**src/pkg/mubk_pkg.sv**
```systemverilog
// Constants, types and register map of the multi-mode serial bank controller.
// Assumes a 20 MHz core clock and a byte-wide register window of eight offsets.
package mubk_pkg;
	localparam int CLK_HZ = 20_000_000;
	localparam int OVERSAMPLE = 16;
	localparam int LEGACY_MAX_BPS = 115_200;
	localparam int EXT_MAX_BPS = 1_500_000;
	localparam int DIV_MIN_LEGACY_I = (CLK_HZ + OVERSAMPLE * LEGACY_MAX_BPS - 1)
		/ (OVERSAMPLE * LEGACY_MAX_BPS);
	localparam int DIV_MIN_EXT_I = (CLK_HZ + OVERSAMPLE * EXT_MAX_BPS - 1)
		/ (OVERSAMPLE * EXT_MAX_BPS);
	localparam logic [15:0] DIV_MIN_LEGACY = 16'(DIV_MIN_LEGACY_I);
	localparam logic [15:0] DIV_MIN_EXT = 16'(DIV_MIN_EXT_I);
	localparam int ASK_CARRIER_HZ = 500_000;
	localparam logic [4:0] ASK_HALF_CYC = 5'(CLK_HZ / (2 * ASK_CARRIER_HZ));
	localparam int TIMER_RES_US = 125;
	localparam logic [11:0] TIMER_PRESC_CYC = 12'(CLK_HZ / 1_000_000 * TIMER_RES_US);
	localparam logic [3:0] SIR_PULSE_TICKS = 4'h3;
	localparam logic [3:0] MID_TICK = 4'h7;
	localparam logic [3:0] LAST_TICK = 4'hf;
	localparam logic [4:0] STRETCH_TICKS = 5'(OVERSAMPLE);
	localparam logic [2:0] LAST_IDX_MIN = 3'h4;
	localparam int FIFO_MAX = 32;
	localparam logic [5:0] FIFO_LVL_LEGACY = 6'h01;
	localparam logic [5:0] FIFO_LVL_SMALL = 6'h10;
	localparam logic [5:0] FIFO_LVL_MAX = 6'h20;
	typedef logic [2:0] mubk_addr_t;
	// Banks.
	localparam logic [2:0] BANK_MAIN = 3'h0;
	localparam logic [2:0] BANK_LEGACY = 3'h1;
	localparam logic [2:0] BANK_EXT = 3'h2;
	localparam logic [2:0] BANK_REV = 3'h3;
	localparam logic [2:0] BANK_TIMER = 3'h4;
	localparam logic [2:0] BANK_IRCTL = 3'h5;
	localparam logic [2:0] BANK_CIR = 3'h7;
	localparam logic [1:0] CIR_IDX = 2'h2;
	// Offsets.
	localparam mubk_addr_t OFS_BANK_SEL = 3'h3;
	localparam mubk_addr_t OFS_DATA = 3'h0;
	localparam mubk_addr_t OFS_MODE = 3'h1;
	localparam mubk_addr_t OFS_FIFO_CTL = 3'h2;
	localparam mubk_addr_t OFS_LINE_CTL = 3'h4;
	localparam mubk_addr_t OFS_LINE_STAT = 3'h5;
	localparam mubk_addr_t OFS_SCRATCH = 3'h7;
	localparam mubk_addr_t OFS_DIV_LO = 3'h0;
	localparam mubk_addr_t OFS_DIV_HI = 3'h1;
	localparam mubk_addr_t OFS_REV = 3'h0;
	localparam mubk_addr_t OFS_TMR_LO = 3'h0;
	localparam mubk_addr_t OFS_TMR_HI = 3'h1;
	localparam mubk_addr_t OFS_TMR_CTL = 3'h2;
	localparam mubk_addr_t OFS_FLEN_LO = 3'h4;
	localparam mubk_addr_t OFS_FLEN_HI = 3'h5;
	localparam mubk_addr_t OFS_IR_CFG = 3'h0;
	localparam mubk_addr_t OFS_CIR_STAT = 3'h1;
	// Field positions.
	localparam int MODE_EXT_BIT = 0;
	localparam int MODE_SEL_LO = 1;
	localparam int MODE_SEL_HI = 3;
	localparam int MODE_EXTMOD_BIT = 4;
	localparam int FIFO_EN_BIT = 0;
	localparam int FIFO_RXCLR_BIT = 1;
	localparam int FIFO_TXCLR_BIT = 2;
	localparam int FIFO_DEPTH_BIT = 5;
	localparam int LCR_WL_HI = 1;
	localparam int LCR_PEN_BIT = 2;
	localparam int LCR_EPS_BIT = 3;
	localparam int TMR_EN_BIT = 0;
	localparam int CIR_TX_BIT = 0;
	// Reset values.
	localparam logic [2:0] RST_BANK = 3'h0;
	localparam logic [3:0] RST_LCR = 4'h3;
	localparam logic [15:0] RST_DIV = 16'h000c;
	localparam logic [1:0] SYNC_IDLE = 2'h1;
	typedef enum logic [2:0] {
		MODE_UART = 3'h0,
		MODE_ASK = 3'h1,
		MODE_SIR = 3'h2,
		MODE_MIR = 3'h3,
		MODE_FIR = 3'h4,
		MODE_CIR = 3'h5
	} mubk_mode_t;
	typedef enum logic [2:0] {
		ST_IDLE = 3'h0,
		ST_START = 3'h1,
		ST_DATA = 3'h3,
		ST_PARITY = 3'h2,
		ST_STOP = 3'h6
	} mubk_ser_state_t;
endpackage

```
**src/pkg/mubk_fifo_if.sv**
```systemverilog
// Signals between the core and one of its byte queues.
// Assumes the owner drives requests and the store answers combinationally.
interface mubk_fifo_if;
	logic push;
	logic pop;
	logic clr;
	logic enable;
	logic depth32;
	logic full;
	logic empty;
	logic [7:0] wdata;
	logic [7:0] rdata;
	modport owner(output push, pop, clr, enable, depth32, wdata, input full, empty, rdata);
	modport store(input push, pop, clr, enable, depth32, wdata, output full, empty, rdata);
endinterface

```
**src/core/mubk_fifo.sv**
```systemverilog
// Byte queue whose usable depth is one, sixteen or thirty-two entries.
// Assumes push is never issued while full; such a push is dropped.
module mubk_fifo
	import mubk_pkg::*;
(
	input wire logic sys_clk_i,
	input wire logic rst_i,
	input wire logic ce_i,
	mubk_fifo_if.store fifo
);
	logic [7:0] mem_r [FIFO_MAX];
	logic [4:0] wp_r;
	logic [4:0] rp_r;
	logic [5:0] cnt_r;
	// A disabled queue acts as a single holding register.
	wire [5:0] limit = !fifo.enable ? FIFO_LVL_LEGACY :
		(fifo.depth32 ? FIFO_LVL_MAX : FIFO_LVL_SMALL);
	wire do_push = fifo.push && (cnt_r < limit);
	wire do_pop = fifo.pop && (cnt_r != 6'h00);
	assign fifo.full = cnt_r >= limit;
	assign fifo.empty = cnt_r == 6'h00;
	assign fifo.rdata = mem_r[rp_r];
	always_ff @(posedge sys_clk_i) begin
		if (ce_i && do_push) begin
			mem_r[wp_r] <= fifo.wdata;
		end
	end
	always_ff @(posedge sys_clk_i) begin
		if (rst_i || (ce_i && fifo.clr)) begin
			wp_r <= 5'h00;
			rp_r <= 5'h00;
			cnt_r <= 6'h00;
		end else if (ce_i) begin
			wp_r <= wp_r + 5'(do_push);
			rp_r <= rp_r + 5'(do_pop);
			cnt_r <= cnt_r + 6'(do_push) - 6'(do_pop);
		end
	end
endmodule // mubk_fifo

```
**src/core/mubk_timer.sv**
```systemverilog
// Twelve-bit down timer with a fixed resolution prescaler.
// Assumes load and enable come from logic on the same clock.
module mubk_timer
	import mubk_pkg::*;
(
	input wire logic sys_clk_i,
	input wire logic rst_i,
	input wire logic ce_i,
	input wire logic en_i,
	input wire logic load_i,
	input wire logic [11:0] reload_i,
	output logic [11:0] count_o,
	output logic expired_o
);
	logic [11:0] presc_r;
	wire step = en_i && (presc_r == 12'h000);
	always_ff @(posedge sys_clk_i) begin
		if (rst_i) begin
			presc_r <= 12'h000;
			count_o <= 12'h000;
			expired_o <= 1'h0;
		end else if (ce_i) begin
			presc_r <= (step || !en_i) ? TIMER_PRESC_CYC - 12'h001 : presc_r - 12'h001;
			expired_o <= step && (count_o == 12'h000);
			if (load_i) begin
				count_o <= reload_i;
			end else if (step) begin
				count_o <= (count_o == 12'h000) ? reload_i : count_o - 12'h001;
			end
		end
	end
endmodule // mubk_timer

```
**src/core/mubk_core.sv**
```systemverilog
// Banked register window, mode control and word serial engine of the serial module.
// Assumes a host port with one-cycle strobes and asynchronous serial and infrared pins.
module mubk_core
	import mubk_pkg::*;
#(
	parameter logic [7:0] REVISION_ID = 8'h5a // Arbitrary value.
) (
	input wire logic sys_clk_i,
	input wire logic rst_i,
	input wire logic ce_i,
	input wire mubk_pkg::mubk_addr_t addr_i,
	input wire logic [7:0] wdata_i,
	input wire logic wr_i,
	input wire logic rd_i,
	output logic [7:0] rdata_o,
	input wire logic uart_rxd_i,
	output logic uart_txd_o,
	input wire logic ir_rxd_i,
	output logic ir_txd_o
);
	import mubk_pkg::*;

	logic [2:0] bank_r;
	logic ext_r;
	mubk_mode_t mode_r;
	logic ext_mod_r;
	logic fifo_en_r;
	logic depth32_r;
	logic [3:0] lcr_r;
	logic [7:0] scratch_r;
	logic [15:0] div_r;
	logic tmr_en_r;
	logic [11:0] tmr_reload_r;
	logic [11:0] flen_r;
	logic [7:0] ir_cfg_r [3];
	logic ovr_r;
	logic perr_r;
	logic ferr_r;
	logic tmr_flag_r;
	logic [11:0] tmr_count;
	logic tmr_expired;

	mubk_fifo_if txf();
	mubk_fifo_if rxf();

	// Address decode; bank_r is used as is, so a new selection governs the next access.
	wire is_bsr = addr_i == OFS_BANK_SEL;
	wire wr_reg = wr_i && !is_bsr;
	wire rd_reg = rd_i && !is_bsr;
	wire b_main = bank_r == BANK_MAIN;
	wire b_legacy = bank_r == BANK_LEGACY;
	wire b_ext = bank_r == BANK_EXT;
	wire b_timer = bank_r == BANK_TIMER;
	wire ir_mode = mode_r != MODE_UART;
	wire tmr_ok = ext_r || ir_mode;
	wire word_mode = (mode_r == MODE_UART) || (mode_r == MODE_ASK) || (mode_r == MODE_SIR);
	wire wr_data = wr_reg && b_main && (addr_i == OFS_DATA);
	wire wr_mode = wr_reg && b_main && (addr_i == OFS_MODE);
	wire wr_fifo = wr_reg && b_main && (addr_i == OFS_FIFO_CTL);
	wire wr_lcr = wr_reg && b_main && (addr_i == OFS_LINE_CTL);
	wire wr_scr = wr_reg && b_main && (addr_i == OFS_SCRATCH);
	wire div_ofs = (addr_i == OFS_DIV_LO) || (addr_i == OFS_DIV_HI);
	wire wr_div_legacy = wr_reg && b_legacy && div_ofs;
	wire wr_div = (wr_div_legacy || (wr_reg && b_ext && div_ofs));
	wire wr_tmr = wr_reg && b_timer && tmr_ok;
	wire wr_ir_cfg = wr_reg && (bank_r >= BANK_IRCTL) && (addr_i == OFS_IR_CFG);
	wire [2:0] ir_idx = bank_r - BANK_IRCTL;
	wire rd_data = rd_reg && b_main && (addr_i == OFS_DATA);
	wire rd_stat = rd_reg && b_main && (addr_i == OFS_LINE_STAT);
	wire [2:0] mode_req = wdata_i[MODE_SEL_HI:MODE_SEL_LO];
	wire mode_ok = mode_req <= MODE_CIR;

	always_ff @(posedge sys_clk_i) begin
		if (rst_i) begin
			bank_r <= RST_BANK;
			ext_r <= 1'h0;
			mode_r <= MODE_UART;
			ext_mod_r <= 1'h0;
			fifo_en_r <= 1'h0;
			depth32_r <= 1'h0;
		end else if (ce_i) begin
			if (wr_i && is_bsr) begin
				bank_r <= wdata_i[2:0];
			end
			if (wr_mode) begin
				ext_r <= wdata_i[MODE_EXT_BIT];
				mode_r <= mode_ok ? mubk_mode_t'(mode_req) : MODE_UART;
				ext_mod_r <= wdata_i[MODE_EXTMOD_BIT];
			end else if (wr_div_legacy) begin
				ext_r <= 1'h0;
				mode_r <= MODE_UART;
			end
			if (wr_fifo) begin
				fifo_en_r <= wdata_i[FIFO_EN_BIT];
				depth32_r <= wdata_i[FIFO_DEPTH_BIT];
			end
		end
	end

	always_ff @(posedge sys_clk_i) begin
		if (rst_i) begin
			lcr_r <= RST_LCR;
			scratch_r <= 8'h00;
			div_r <= RST_DIV;
			tmr_en_r <= 1'h0;
			tmr_reload_r <= 12'h000;
			flen_r <= 12'h000;
			ir_cfg_r <= '{default: 8'h00};
		end else if (ce_i) begin
			if (wr_lcr) lcr_r <= wdata_i[3:0];
			if (wr_scr) scratch_r <= wdata_i;
			if (wr_div && (addr_i == OFS_DIV_LO)) div_r[7:0] <= wdata_i;
			if (wr_div && (addr_i == OFS_DIV_HI)) div_r[15:8] <= wdata_i;
			if (wr_tmr && (addr_i == OFS_TMR_LO)) tmr_reload_r[7:0] <= wdata_i;
			if (wr_tmr && (addr_i == OFS_TMR_HI)) tmr_reload_r[11:8] <= wdata_i[3:0];
			if (wr_tmr && (addr_i == OFS_TMR_CTL)) tmr_en_r <= wdata_i[TMR_EN_BIT];
			if (wr_tmr && (addr_i == OFS_FLEN_LO)) flen_r[7:0] <= wdata_i;
			if (wr_tmr && (addr_i == OFS_FLEN_HI)) flen_r[11:8] <= wdata_i[3:0];
			if (wr_ir_cfg) ir_cfg_r[ir_idx[1:0]] <= wdata_i;
		end
	end

	// The timer loads on the high byte so both halves of a reload land together.
	// Automatic reloads on expiry take the stored value, not the live bus data.
	wire tmr_load = wr_tmr && (addr_i == OFS_TMR_HI);
	wire [11:0] tmr_reload = tmr_load ? {wdata_i[3:0], tmr_reload_r[7:0]} : tmr_reload_r;
	mubk_timer u_timer (
		.sys_clk_i(sys_clk_i),
		.rst_i(rst_i),
		.ce_i(ce_i),
		.en_i(tmr_en_r && tmr_ok),
		.load_i(tmr_load),
		.reload_i(tmr_reload),
		.count_o(tmr_count),
		.expired_o(tmr_expired)
	);

	// Baud generator; the floor keeps each mode within its highest rate.
	logic [15:0] baud_cnt_r;
	wire [15:0] div_floor = ext_r ? DIV_MIN_EXT : DIV_MIN_LEGACY;
	wire [15:0] eff_div = (div_r < div_floor) ? div_floor : div_r;
	wire baud_tick = baud_cnt_r == 16'h0000;
	always_ff @(posedge sys_clk_i) begin
		if (rst_i) baud_cnt_r <= 16'h0000;
		else if (ce_i) baud_cnt_r <= baud_tick ? eff_div - 16'h0001 : baud_cnt_r - 16'h0001;
	end

	// Pin synchronisers: bit 0 wired receive, bit 1 infrared receive.
	logic [1:0] s1_r;
	logic [1:0] s2_r;
	logic [1:0] s3_r;
	logic [1:0] filt_r;
	wire [1:0] agree = ~(s2_r ^ s3_r);
	always_ff @(posedge sys_clk_i) begin
		if (rst_i) begin
			s1_r <= SYNC_IDLE;
			s2_r <= SYNC_IDLE;
			s3_r <= SYNC_IDLE;
			filt_r <= SYNC_IDLE;
		end else if (ce_i) begin
			s1_r <= {ir_rxd_i, uart_rxd_i};
			s2_r <= s1_r;
			s3_r <= s2_r;
			filt_r <= (s2_r & agree) | (filt_r & ~agree);
		end
	end

	// 500 kHz carrier for internal amplitude keying and the consumer output.
	logic [4:0] car_cnt_r;
	logic car_r;
	wire car_flip = car_cnt_r == (ASK_HALF_CYC - 5'h01);
	always_ff @(posedge sys_clk_i) begin
		if (rst_i) begin
			car_cnt_r <= 5'h00;
			car_r <= 1'h0;
		end else if (ce_i) begin
			car_cnt_r <= car_flip ? 5'h00 : car_cnt_r + 5'h01;
			car_r <= car_r ^ car_flip;
		end
	end

	// Transmitter.
	mubk_ser_state_t tx_st_r;
	mubk_ser_state_t tx_st_nxt;
	logic [3:0] tx_sub_r;
	logic [2:0] tx_idx_r;
	logic [7:0] tx_sh_r;
	logic tx_par_r;
	wire [2:0] last_idx = LAST_IDX_MIN + {1'h0, lcr_r[LCR_WL_HI:0]};
	wire tx_busy = tx_st_r != ST_IDLE;
	wire tx_load = !tx_busy && !txf.empty && word_mode;
	wire tx_end = baud_tick && (tx_sub_r == LAST_TICK);
	always_comb begin
		tx_st_nxt = tx_st_r;
		case (tx_st_r)
			ST_IDLE: if (tx_load) tx_st_nxt = ST_START;
			ST_START: if (tx_end) tx_st_nxt = ST_DATA;
			ST_DATA: if (tx_end && (tx_idx_r == last_idx)) begin
				tx_st_nxt = lcr_r[LCR_PEN_BIT] ? ST_PARITY : ST_STOP;
			end
			ST_PARITY: if (tx_end) tx_st_nxt = ST_STOP;
			ST_STOP: if (tx_end) tx_st_nxt = ST_IDLE;
			default: tx_st_nxt = ST_IDLE;
		endcase
	end
	always_ff @(posedge sys_clk_i) begin
		if (rst_i) begin
			tx_st_r <= ST_IDLE;
			tx_sub_r <= 4'h0;
			tx_idx_r <= 3'h0;
			tx_sh_r <= 8'h00;
			tx_par_r <= 1'h0;
		end else if (ce_i) begin
			tx_st_r <= tx_st_nxt;
			if (tx_load) begin
				tx_sh_r <= txf.rdata;
				tx_par_r <= ~lcr_r[LCR_EPS_BIT];
				tx_idx_r <= 3'h0;
				tx_sub_r <= 4'h0;
			end else if (baud_tick && tx_busy) begin
				tx_sub_r <= tx_sub_r + 4'h1;
				if (tx_end && (tx_st_r == ST_DATA)) begin
					tx_sh_r <= {1'h0, tx_sh_r[7:1]};
					tx_par_r <= tx_par_r ^ tx_sh_r[0];
					tx_idx_r <= tx_idx_r + 3'h1;
				end
			end
		end
	end
	wire tx_level = (tx_st_r == ST_START) ? 1'h0 : (tx_st_r == ST_DATA) ? tx_sh_r[0] :
		(tx_st_r == ST_PARITY) ? tx_par_r : 1'h1;
	wire ir_zero = !tx_level;
	wire ir_tx_w = (mode_r == MODE_ASK) ? (ir_zero && (ext_mod_r || car_r)) :
		(mode_r == MODE_SIR) ? (ir_zero && (tx_sub_r < SIR_PULSE_TICKS)) :
		(mode_r == MODE_CIR) ? (ir_cfg_r[CIR_IDX][CIR_TX_BIT] && car_r) : 1'h0;

	// Receiver; in SIR and in ASK without ext_mod_r a received pulse stands for one zero bit time.
	logic [4:0] str_r;
	always_ff @(posedge sys_clk_i) begin
		if (rst_i) str_r <= 5'h00;
		else if (ce_i && filt_r[1]) str_r <= STRETCH_TICKS;
		else if (ce_i && baud_tick && (str_r != 5'h00)) str_r <= str_r - 5'h01;
	end
	wire rx_line = (mode_r == MODE_UART) ? filt_r[0] :
		(ext_mod_r && (mode_r == MODE_ASK)) ? !filt_r[1] : (str_r == 5'h00);
	// Infrared links cannot hear themselves, so reception waits while sending.
	wire rx_block = ir_mode && tx_busy;
	mubk_ser_state_t rx_st_r;
	mubk_ser_state_t rx_st_nxt;
	logic [3:0] rx_sub_r;
	logic [2:0] rx_idx_r;
	logic [7:0] rx_sh_r;
	logic rx_par_r;
	wire rx_sample = baud_tick && (rx_sub_r == ((rx_st_r == ST_START) ? MID_TICK : LAST_TICK));
	wire rx_done = rx_sample && (rx_st_r == ST_STOP);
	wire [7:0] rx_word = rx_sh_r >> (3'h7 - last_idx);
	always_comb begin
		rx_st_nxt = rx_st_r;
		case (rx_st_r)
			ST_IDLE: if (!rx_line && word_mode && !rx_block) rx_st_nxt = ST_START;
			ST_START: if (rx_sample) rx_st_nxt = rx_line ? ST_IDLE : ST_DATA;
			ST_DATA: if (rx_sample && (rx_idx_r == last_idx)) begin
				rx_st_nxt = lcr_r[LCR_PEN_BIT] ? ST_PARITY : ST_STOP;
			end
			ST_PARITY: if (rx_sample) rx_st_nxt = ST_STOP;
			ST_STOP: if (rx_sample) rx_st_nxt = ST_IDLE;
			default: rx_st_nxt = ST_IDLE;
		endcase
	end
	always_ff @(posedge sys_clk_i) begin
		if (rst_i) begin
			rx_st_r <= ST_IDLE;
			rx_sub_r <= 4'h0;
			rx_idx_r <= 3'h0;
			rx_sh_r <= 8'h00;
			rx_par_r <= 1'h0;
		end else if (ce_i) begin
			rx_st_r <= rx_st_nxt;
			if (rx_st_r == ST_IDLE) begin
				rx_sub_r <= 4'h0;
				rx_idx_r <= 3'h0;
				rx_par_r <= ~lcr_r[LCR_EPS_BIT];
			end else if (baud_tick) begin
				rx_sub_r <= rx_sample ? 4'h0 : rx_sub_r + 4'h1;
				if (rx_sample && (rx_st_r == ST_DATA)) begin
					rx_sh_r <= {rx_line, rx_sh_r[7:1]};
					rx_idx_r <= rx_idx_r + 3'h1;
				end
				if (rx_sample && ((rx_st_r == ST_DATA) || (rx_st_r == ST_PARITY))) begin
					rx_par_r <= rx_par_r ^ rx_line;
				end
			end
		end
	end

	// Error flags: a new event wins over the clear caused by a status read.
	always_ff @(posedge sys_clk_i) begin
		if (rst_i) begin
			ovr_r <= 1'h0;
			perr_r <= 1'h0;
			ferr_r <= 1'h0;
			tmr_flag_r <= 1'h0;
		end else if (ce_i) begin
			ovr_r <= (rx_done && rxf.full) || (ovr_r && !rd_stat);
			perr_r <= (rx_done && lcr_r[LCR_PEN_BIT] && rx_par_r) || (perr_r && !rd_stat);
			ferr_r <= (rx_done && !rx_line) || (ferr_r && !rd_stat);
			tmr_flag_r <= tmr_expired || (tmr_flag_r && !rd_stat);
		end
	end

	assign txf.push = wr_data;
	assign txf.pop = tx_load;
	assign txf.clr = wr_fifo && wdata_i[FIFO_TXCLR_BIT];
	assign txf.enable = fifo_en_r;
	assign txf.depth32 = depth32_r;
	assign txf.wdata = wdata_i;
	assign rxf.push = rx_done && !rxf.full;
	assign rxf.pop = rd_data;
	assign rxf.clr = wr_fifo && wdata_i[FIFO_RXCLR_BIT];
	assign rxf.enable = fifo_en_r;
	assign rxf.depth32 = depth32_r;
	assign rxf.wdata = rx_word;
	mubk_fifo u_txf (.sys_clk_i(sys_clk_i), .rst_i(rst_i), .ce_i(ce_i), .fifo(txf));
	mubk_fifo u_rxf (.sys_clk_i(sys_clk_i), .rst_i(rst_i), .ce_i(ce_i), .fifo(rxf));

	// Read selection.
	wire [7:0] stat_w = {1'h0, txf.empty && !tx_busy, txf.empty, tmr_flag_r, ferr_r, perr_r,
		ovr_r, !rxf.empty};
	wire [7:0] div_rd = (addr_i == OFS_DIV_LO) ? div_r[7:0] :
		(addr_i == OFS_DIV_HI) ? div_r[15:8] : 8'h00;
	logic [7:0] bank_rd [8];
	assign bank_rd[0] = (addr_i == OFS_DATA) ? rxf.rdata :
		(addr_i == OFS_MODE) ? {3'h0, ext_mod_r, mode_r, ext_r} :
		(addr_i == OFS_FIFO_CTL) ? {2'h0, depth32_r, 4'h0, fifo_en_r} :
		(addr_i == OFS_LINE_CTL) ? {4'h0, lcr_r} :
		(addr_i == OFS_LINE_STAT) ? stat_w :
		(addr_i == OFS_SCRATCH) ? scratch_r : 8'h00;
	assign bank_rd[1] = div_rd;
	assign bank_rd[2] = div_rd;
	assign bank_rd[3] = (addr_i == OFS_REV) ? REVISION_ID :
		(addr_i == OFS_LINE_STAT) ? stat_w : 8'h00;
	assign bank_rd[4] = !tmr_ok ? 8'h00 :
		(addr_i == OFS_TMR_LO) ? tmr_count[7:0] :
		(addr_i == OFS_TMR_HI) ? {4'h0, tmr_count[11:8]} :
		(addr_i == OFS_TMR_CTL) ? {7'h00, tmr_en_r} :
		(addr_i == OFS_FLEN_LO) ? flen_r[7:0] :
		(addr_i == OFS_FLEN_HI) ? {4'h0, flen_r[11:8]} : 8'h00;
	assign bank_rd[5] = (addr_i == OFS_IR_CFG) ? ir_cfg_r[0] : 8'h00;
	assign bank_rd[6] = (addr_i == OFS_IR_CFG) ? ir_cfg_r[1] : 8'h00;
	assign bank_rd[7] = (addr_i == OFS_IR_CFG) ? ir_cfg_r[CIR_IDX] :
		(addr_i == OFS_CIR_STAT) ? {7'h00, filt_r[1]} : 8'h00;
	wire [7:0] rd_mux = is_bsr ? {5'h00, bank_r} : bank_rd[bank_r];

	always_ff @(posedge sys_clk_i) begin
		if (rst_i) begin
			rdata_o <= 8'h00;
			uart_txd_o <= 1'h1;
			ir_txd_o <= 1'h0;
		end else if (ce_i) begin
			rdata_o <= rd_i ? rd_mux : 8'h00;
			uart_txd_o <= (mode_r == MODE_UART) ? tx_level : 1'h1;
			ir_txd_o <= ir_tx_w;
		end
	end
endmodule // mubk_core

```
**config.mk**
```make
export PLATFORM = sky130hd
export DESIGN_NAME = mubk_core
export DESIGN_NICKNAME = d
export VERILOG_FILES = /design/src/pkg/mubk_pkg.sv /design/src/pkg/mubk_fifo_if.sv /design/src/core/mubk_fifo.sv /design/src/core/mubk_timer.sv /design/src/core/mubk_core.sv
export SDC_FILE = /design/constraint.sdc
export NUM_CORES = 1
export LEC_CHECK = 0
export BUFFER_PORTS_ARGS = -buffer_cell sky130_fd_sc_hd__clkbuf_2
export CORE_ASPECT_RATIO = 0.5
export CORE_MARGIN = 5
export CORE_UTILIZATION = 35
export CTS_CLUSTER_SIZE = 40
export DETAILED_ROUTE_END_ITERATION = 12
export GPL_TIMING_DRIVEN = 0
export HOLD_SLACK_MARGIN = 0.02
export MAX_ROUTING_LAYER = met4
export SLEW_MARGIN = 20
export SYNTH_ARGS = -nofsm -noshare
export SYNTH_HDL_FRONTEND = slang
export SYNTH_SLANG_ARGS = --single-unit
export TNS_END_PERCENT = 100
```
**constraint.sdc**
```tcl
create_clock -name sys_clk_i -period 3 [get_ports sys_clk_i]
set_clock_uncertainty 0.1 [all_clocks]
set_input_delay 0.45 -clock sys_clk_i [delete_from_list [all_inputs] [get_ports sys_clk_i]]
set_output_delay 0.45 -clock sys_clk_i [all_outputs]
set_load 0.05 [all_outputs]
```
# [Word level (Yosys, flattened, before mapping)]
# Memories as Yosys holds them, arrays and structs flattened. A register that Yosys moved wholly into a read port is not among the register bits.
# Index checks and enable logic that the tools add are counted.
[totals] mem_count=2 word_cells=378 ram_bits=512 reg_bits=231 in_bits=18 output_inout_bits=10
[mem_list] memory="u_rxf.mem_r" depth=32 width=8 rd=1 rd_clocked_by_memory_dff=1 wr=1 line_no="mubk_fifo.sv:11" source="logic [7:0] mem_r [FIFO_MAX];"
[mem_list] memory="u_txf.mem_r" depth=32 width=8 rd=1 rd_clocked_by_memory_dff=1 wr=1 line_no="mubk_fifo.sv:11"
[op_classes] add_sub_neg=21 muxes=98 n_reduce_logical=145 n_shift=1 n_eq_ne=35 n_lt_le_gt_ge=10 n_bitwise=13
[op_table] operator="2-to-1 mux 8 bit" n=24
[op_table] operator="logical AND 1 bit" n=72
[op_table] operator="2-to-1 mux 12 bit" n=5
[op_table] operator="2-to-1 mux 3 bit" n=20
[op_table] operator="2-to-1 mux 5 bit" n=7
[op_table] operator="AND reduction 2 bit" n=17
[op_table] operator="2-to-1 mux 16 bit" n=2
[op_table] operator="2-to-1 mux 4 bit" n=8
[op_table] operator="subtractor 16 x 1 -> 16 bit, second input constant" n=2
[op_table] operator="one-hot mux 3 bit (5 select lines)" n=2
[op_table] operator="binary-select mux 8 bit (select 3 bit)" n=1
[op_table] operator="bitwise mux 24 bit" n=1
[op_table] operator="== test 3 x 2 -> 1 bit, second input constant" n=8
[op_table] operator="zero test 12 bit" n=2
[op_table] operator="subtractor 12 x 1 -> 12 bit, second input constant" n=2
[op_table] operator="2-to-1 mux 1 bit" n=22
[op_table] operator="== test 3 bit, second input constant" n=7
[op_table] operator="adder 5 x 1 -> 5 bit" n=4
[op_table] operator="inequality test 2 bit, second input constant" n=9
[op_table] operator="demux 8 bit (select 2 bit)" n=1
[op_table] operator="zero test 16 bit" n=1
[op_table] operator="less-than comparator 16 x 4 -> 1 bit" n=1
[op_table] operator="nonzero test 2 bit" n=8
[op_table] operator="== test 3 x 1 -> 1 bit, second input constant" n=5
[op_table] operator="45 further kinds" n=92

# [Logic depth before layout (Yosys ltp)]
[logic_depth] depth_word=13 mapped_depth=18 ltp_nobuf=16

# [Cells and area by module]
# Synthesis repeated with hierarchy kept, for this count alone.
[unflattened] cells_unflattened=2608 area_unflattened_um2=33300.7
[by_module_without_submodules] module="mubk_fifo (u_txf)" seq_area_each_um2=8107.8 n_inst=1 cells_per_inst=635 area_each_um2=11125.7
[by_module_without_submodules] module="mubk_fifo (u_rxf)" seq_area_each_um2=8107.8 n_inst=1 cells_per_inst=635 area_each_um2=11124.4
[by_module_without_submodules] module="mubk_core" seq_area_each_um2=3483.3 n_inst=1 cells_per_inst=1155 area_each_um2=9600.5
[by_module_without_submodules] module="mubk_timer" seq_area_each_um2=500.5 n_inst=1 cells_per_inst=183 area_each_um2=1450.1

# [Least setup slack after synthesis]
# No wires, ideal clock.
[synth_path] kind="reg2reg" from="register mode_r[1]" to="register u_txf.cnt_r[4]" slack_ps=-245 required_time_ps=2835 stages_incl_launch_ff=18 path_buffers=3 setup_time_ps=65 arrival_time_ps=3080 synth_period_minus_slack_ps=3245 cell_sequence="dfxtp_1 -> clkbuf_1 -> a2111o_1 -> or3_1 -> buf_2 -> inv_2 -> buf_2 -> ha_1 -> inv_1 -> ha_1 -> inv_1 -> fa_1 -> inv_1 -> a21oi_1 -> o21bai_1 -> xor2_1 -> mux2i_1 -> nor2_1"
[synth_via] elab_chain_len=6 elab_cells_between_ends=8 classes_between="add/sub: 1; eq/ne: 2; reduce/logical: 5"
[synth_rtl] element="from (decl)" line_no="mubk_core.sv:25" source="mubk_mode_t mode_r;"
[synth_rtl] element="from (signal assigned)" line_no="mubk_core.sv:87" source="mode_r <= mode_ok ? mubk_mode_t'(mode_req) : MODE_UART;"
[synth_rtl] element="== test 3 x 1 -> 1 bit or zero test 3 bit (tied branches)" line_no="mubk_core.sv:56" source="wire word_mode = (mode_r == MODE_UART) || (mode_r == MODE_ASK) || (mode_r == MODE_SIR);"
[synth_rtl] element="logical OR 1 bit" line_no="mubk_core.sv:56"
[synth_rtl] element="logical OR 1 bit *" line_no="mubk_core.sv:56"
[synth_rtl] element="logical AND 1 bit *" line_no="mubk_core.sv:191" source="wire tx_load = !tx_busy && !txf.empty && word_mode;"
[synth_rtl] element="logical AND 1 bit *" line_no="mubk_fifo.sv:19" source="wire do_pop = fifo.pop && (cnt_r != 6'h00);"
[synth_rtl] element="subtractor 6 x 1 -> 6 bit *" line_no="mubk_fifo.sv:36" source="cnt_r <= cnt_r + 6'(do_push) - 6'(do_pop);"
[synth_rtl] element="to (signal assigned)" line_no="mubk_fifo.sv:36"
[synth_rtl] element="to (decl)" line_no="mubk_fifo.sv:14" source="logic [5:0] cnt_r;"
# Every way passes the cells marked *; elsewhere a longest branch is shown, timed or not.
# A chain may end at the register's enable or synchronous reset.

# [Worst setup path in the final report]
[layout_path] from="register bank_r[1]" to="memory u_txf.mem_r[8][6] (enable)"
[layout_via] elab_chain_len=7
[layout_rtl] element="from (decl)" line_no="mubk_core.sv:23" source="logic [2:0] bank_r;"
[layout_rtl] element="from (signal assigned)" line_no="mubk_core.sv:83" source="bank_r <= wdata_i[2:0];"
[layout_rtl] element="zero test 3 bit" line_no="mubk_core.sv:50" source="wire b_main = bank_r == BANK_MAIN;"
[layout_rtl] element="logical AND 1 bit (2 in series)" line_no="mubk_core.sv:57" source="wire wr_data = wr_reg && b_main && (addr_i == OFS_DATA);"
[layout_rtl] element="logical AND 1 bit" line_no="mubk_fifo.sv:18" source="wire do_push = fifo.push && (cnt_r < limit);"
[layout_rtl] element="logical AND 1 bit" line_no="mubk_fifo.sv:24" source="if (ce_i && do_push) begin"
[layout_rtl] element="2-to-1 mux 1 bit" line_no="mubk_fifo.sv:24"
[layout_rtl] element="2-to-1 mux 1 bit (not written as such)" line_no="mubk_fifo.sv:25" source="mem_r[wp_r] <= fifo.wdata;"
[layout_rtl] element="to (decl)" line_no="mubk_fifo.sv:11"
# No other way between the ends.

==> key figures <==
Status
  – Outcome: completed

Final layout
  – Area grow syn2layout: 17.6%
  – Area taken by multi-input logic gates: 12500 um^2
  – Layout Nets: 2594
  – Layout fillers: 8465
  – Most common cell after layout, fill and taps aside: edfxtp_1
  – Commonest non-fill, non-tap cells in the layout: 512 x edfxtp_1, 237 x nor2_1, 231 x dfxtp_1
  – Layout cells sized above 1: 22.7%
  – Final Cell Area: 38400 um^2
  – Register area: 20200 um^2

Worst setup path
  – Worst setup SP type: flip-flop
  – Reg2Reg Setup Slack: 60 ps
  – Arrival time worst endpoint: 3190 ps
  – Crit-path leading delay family: simple AND/OR/NAND/NOR gates
  – FF-to-FF Start: bank_r[1]
  – Reg-to-Reg End: u_txf.mem_r[8][6]
  – Crit path capture type: flip-flop
  – Max incr delay on CP: 670 ps
  – Crit path max fanout: 9
  – CP max stage cell: or4b_4
  – Cells along the critical path: or2_2 > nor2_4 > nand4b_1 > a21oi_4 > or4b_4 > nor2_4 > buf_4
  – Bufs and invs on worst path: 1
  – CP Class: reg -> reg
  – R2R cell count: 7
  – WP data required: 3260 ps
  – Most frequent CP cell: nor2_4

Synthesis
  – Post-synth EDFFs: 512
  – Post-synth top area share: 47.0%
  – Seq/Total Area, Yosys: 61.8%
  – Synth Area in Adders: 1.73%
  – Flops & latches, synth: 753
  – Mapped Cells: 2373
  – Synth area leaders: edfxtp_1 47%, dfxtp_1 15%, mux4_2 10%, mux2i_1 4.6%, nor2_1 3.5%
  – Proportion of synthesized area in mux cells: 15.2%
  – Fraction of synthesized cell area in xor and xnor cells: 1.34%
  – Synth warn: 0
  – Area leader, netlist: edfxtp_1
  – Largest family of logic cells by synthesized area: multiplexers
  – Netlist cell types: 100
  – Simple logic cell fraction of the synthesized area: 10.3%
  – Top_reg_cell synth: edfxtp_1
  – Post-synth ARST share: 0%
  – Synth Area in Compound Gates: 7.35%
  – Net Count, Synth: 2435
  – Post-Syn Area: 32700 um^2
  – Avg Inst Size Synth: 13.8 um^2

Global route
  – Vias in the first global route: 20908
  – Initial antenna violation count: 1
  – Tot GR Track Use: 18.4%
  – First-pass GRT wire length: 135000 um
  – Largest net degree at the start of global routing: 39
  – Total grt overflow: 0

Detailed routing
  – Drt pass-1 iters: 5
  – Final ANT Viol Nets: 0
  – Vias: 21247
  – Drt wl/cell: 23.5 um
  – DR vias/cell: 5.53
  – DRC: 0
  – Iter 0 DRT Violations: 2227
  – Routed WL: 90400 um

STA
  – Relative slew margins: 21.6%
  – Setup TNS: 0 ps
  – Final Worst Setup Slack: 63.0 ps
  – Fin crit period: 2940 ps
  – Final setup viols: 0
  – Period utilization: 97.9%
  – Slew @ Worst Pin: 1180 ps
  – Fmax: 340 MHz
  – RSZ-0062 raised after global routing: true
  – Hold WS: 229 ps
  – Slew Limit Fails: 0
  – Final hold vios: 0

Worst hold path
  – Worst Hold Depth: 4
  – Hold Crit Endpoint: rdata_o[7]
  – Min-delay src: rd_i
  – Hold WC Path Type: in -> reg

Power
  – Max VDD drop: 413 uV
  – Leak: 12.9 nW
  – Cell Pwr Density: 664 nW/um^2

Placement
  – # port buffers: 26
  – DP Area: 34600 um^2
  – Pre-CTS WS: -1490 ps
  – HPWL after DPL: 59700 um
  – Gpl congestion: 0.937

Floorplanning
  – Area of the core: 92800 um^2
  – Full die area: 100000 um^2
  – Die Ht: 226 um
  – Initial cell density of the core: 35.2%
  – Num ports: 28
  – Die Wd: 442 um
  – Core Rows: 79

Clocking
  – Clk slew on worst S/H paths: 70 ps
  – CTS Buf Count: 71
  – CTS tree: built
  – Clk buf depth: 3
  – Sink Count: 753
  – Worst-Skew Late Latency: 660 ps
  – Root Driver: clkbuf_16
  – Number of H-tree levels: 3

Job
  – Max_cap viols: 0
synth_stat cells, types with 8 or more instances:
cell type	n
a211oi_1	22
a21o_1	10
a21oi_1	118
a22oi_1	19
a31oi_1	19
a32oi_1	8
and2_1	9
and3_1	11
buf_1	19
buf_2	28
clkbuf_1	85
dfxtp_1	241
edfxtp_1	512
ha_1	42
inv_1	41
mux2_2	16
mux2i_1	151
mux4_2	146
nand2_1	101
nand2b_1	18
nand3_1	40
nand3b_1	14
nand4_1	19
nor2_1	305
nor2b_1	17
nor3_1	34
nor4_1	15
o21ai_0	62
o22ai_1	9
or3_1	20
xnor2_1	27
xor2_1	23
worst min-delay path, stage by stage:
cell	delay, ps
clkbuf_2	120
and2_1	210
nand2_1	80
a221oi_1	70
final cells by class:
type | count | area share (%)
flip-flops and latches | 753 | 52.6
clock buffers | 88 | 4.94
repair buffers | 97 | 2.60
multi-input cells | 1437 | 32.6
diodes | 1 | 0.00651
clock inverters | 41 | 0.993
well taps | 1255 | 4.08
plain buffers | 128 | 1.72
inverters | 44 | 0.469
through the flow:
| step | power (W) | utilization, % | cells |
|---|---|---|---|
| 2_1_floorplan | 0.0150 | - | 2373 |
| 3_3_place_gp | 0.0162 | 37.1 | 3654 |
| 3_5_place_dp | 0.0163 | 37.3 | 3658 |
| 4_1_cts | 0.0254 | 41.1 | 3830 |
| 5_1_grt | 0.0266 | 41.4 | 3844 |
| 6_report | 0.0255 | 41.4 | 3844 |
registers in the layout, summed over array words and instances, names as in the netlist, 6 cells and up, named ones only:
| register | flops |
|---|---|
| baud_cnt_r | 16 |
| scratch_r | 8 |
| u_rxf.mem_r | 256 |
| div_r | 16 |
| rx_sh_r | 8 |
| u_txf.mem_r | 256 |
| u_timer.count_o | 12 |
| u_txf.cnt_r | 6 |
| tx_sh_r | 8 |
| rdata_o | 8 |
| tmr_reload_r | 12 |
| u_rxf.cnt_r | 6 |
| flen_r | 12 |
| u_timer.presc_r | 12 |
| ir_cfg_r | 24 |
where the power goes:
part | leakage [nW] | switching (W) | internal [W]
Combinational | 4.75 | 0.00300 | 0.00203
Sequential | 7.05 | 0.000284 | 0.0113
Clock | 1.12 | 0.00410 | 0.00484
Total | 12.9 | 0.00738 | 0.0181
layer usage:
layer | up-vias | track usage (%) | part of all wire [%]
met4 | 0 | 5.14 | 2.6
li1 | 9448 | - | -
met1 | 10892 | 24.9 | 45
met2 | 759 | 29.1 | 46
met5 | - | - | 0
met3 | 148 | 3.00 | 6.5
cells by family (layout without fill, tap and decap cells):
logic type	Yosys count	in the layout
xor gates and xnor gates	50	50
DFF	753	753
buffers and inverters	183	398
muxes	313	313
and+or+nand+nor	669	669
other	0	1
adders and majority gates	44	44
AOI/OAI and AO/OA	361	361
worst max-delay path by stage:
stage	startpoint	to	slack [ps]	cells past startpoint
6_report	bank_r[1]	u_txf.mem_r[8][6]	60	7
5_1_grt	u_txf.cnt_r[4]	u_txf.cnt_r[4]	-50	16
4_1_cts	rx_sub_r[0]	u_rxf.mem_r[19][0]	-20	8
3_5_place_dp	ce_i	u_txf.mem_r[23][6]	-1490	6
3_3_place_gp	ce_i	u_txf.mem_r[27][3]	-1540	6
2_1_floorplan	mode_r[0]	u_txf.cnt_r[4]	0.04	17
repair_timing:
action	in CTS	in global routing
buffers inserted	47	18
resized for setup	196	53
endpoints found under the setup margin	613	418
pin swaps	37	21
endpoints found under the hold margin	2	0
hold buffers	2	0
cloned	0	0
No activity file was read; power rests on OpenSTA's default activity.
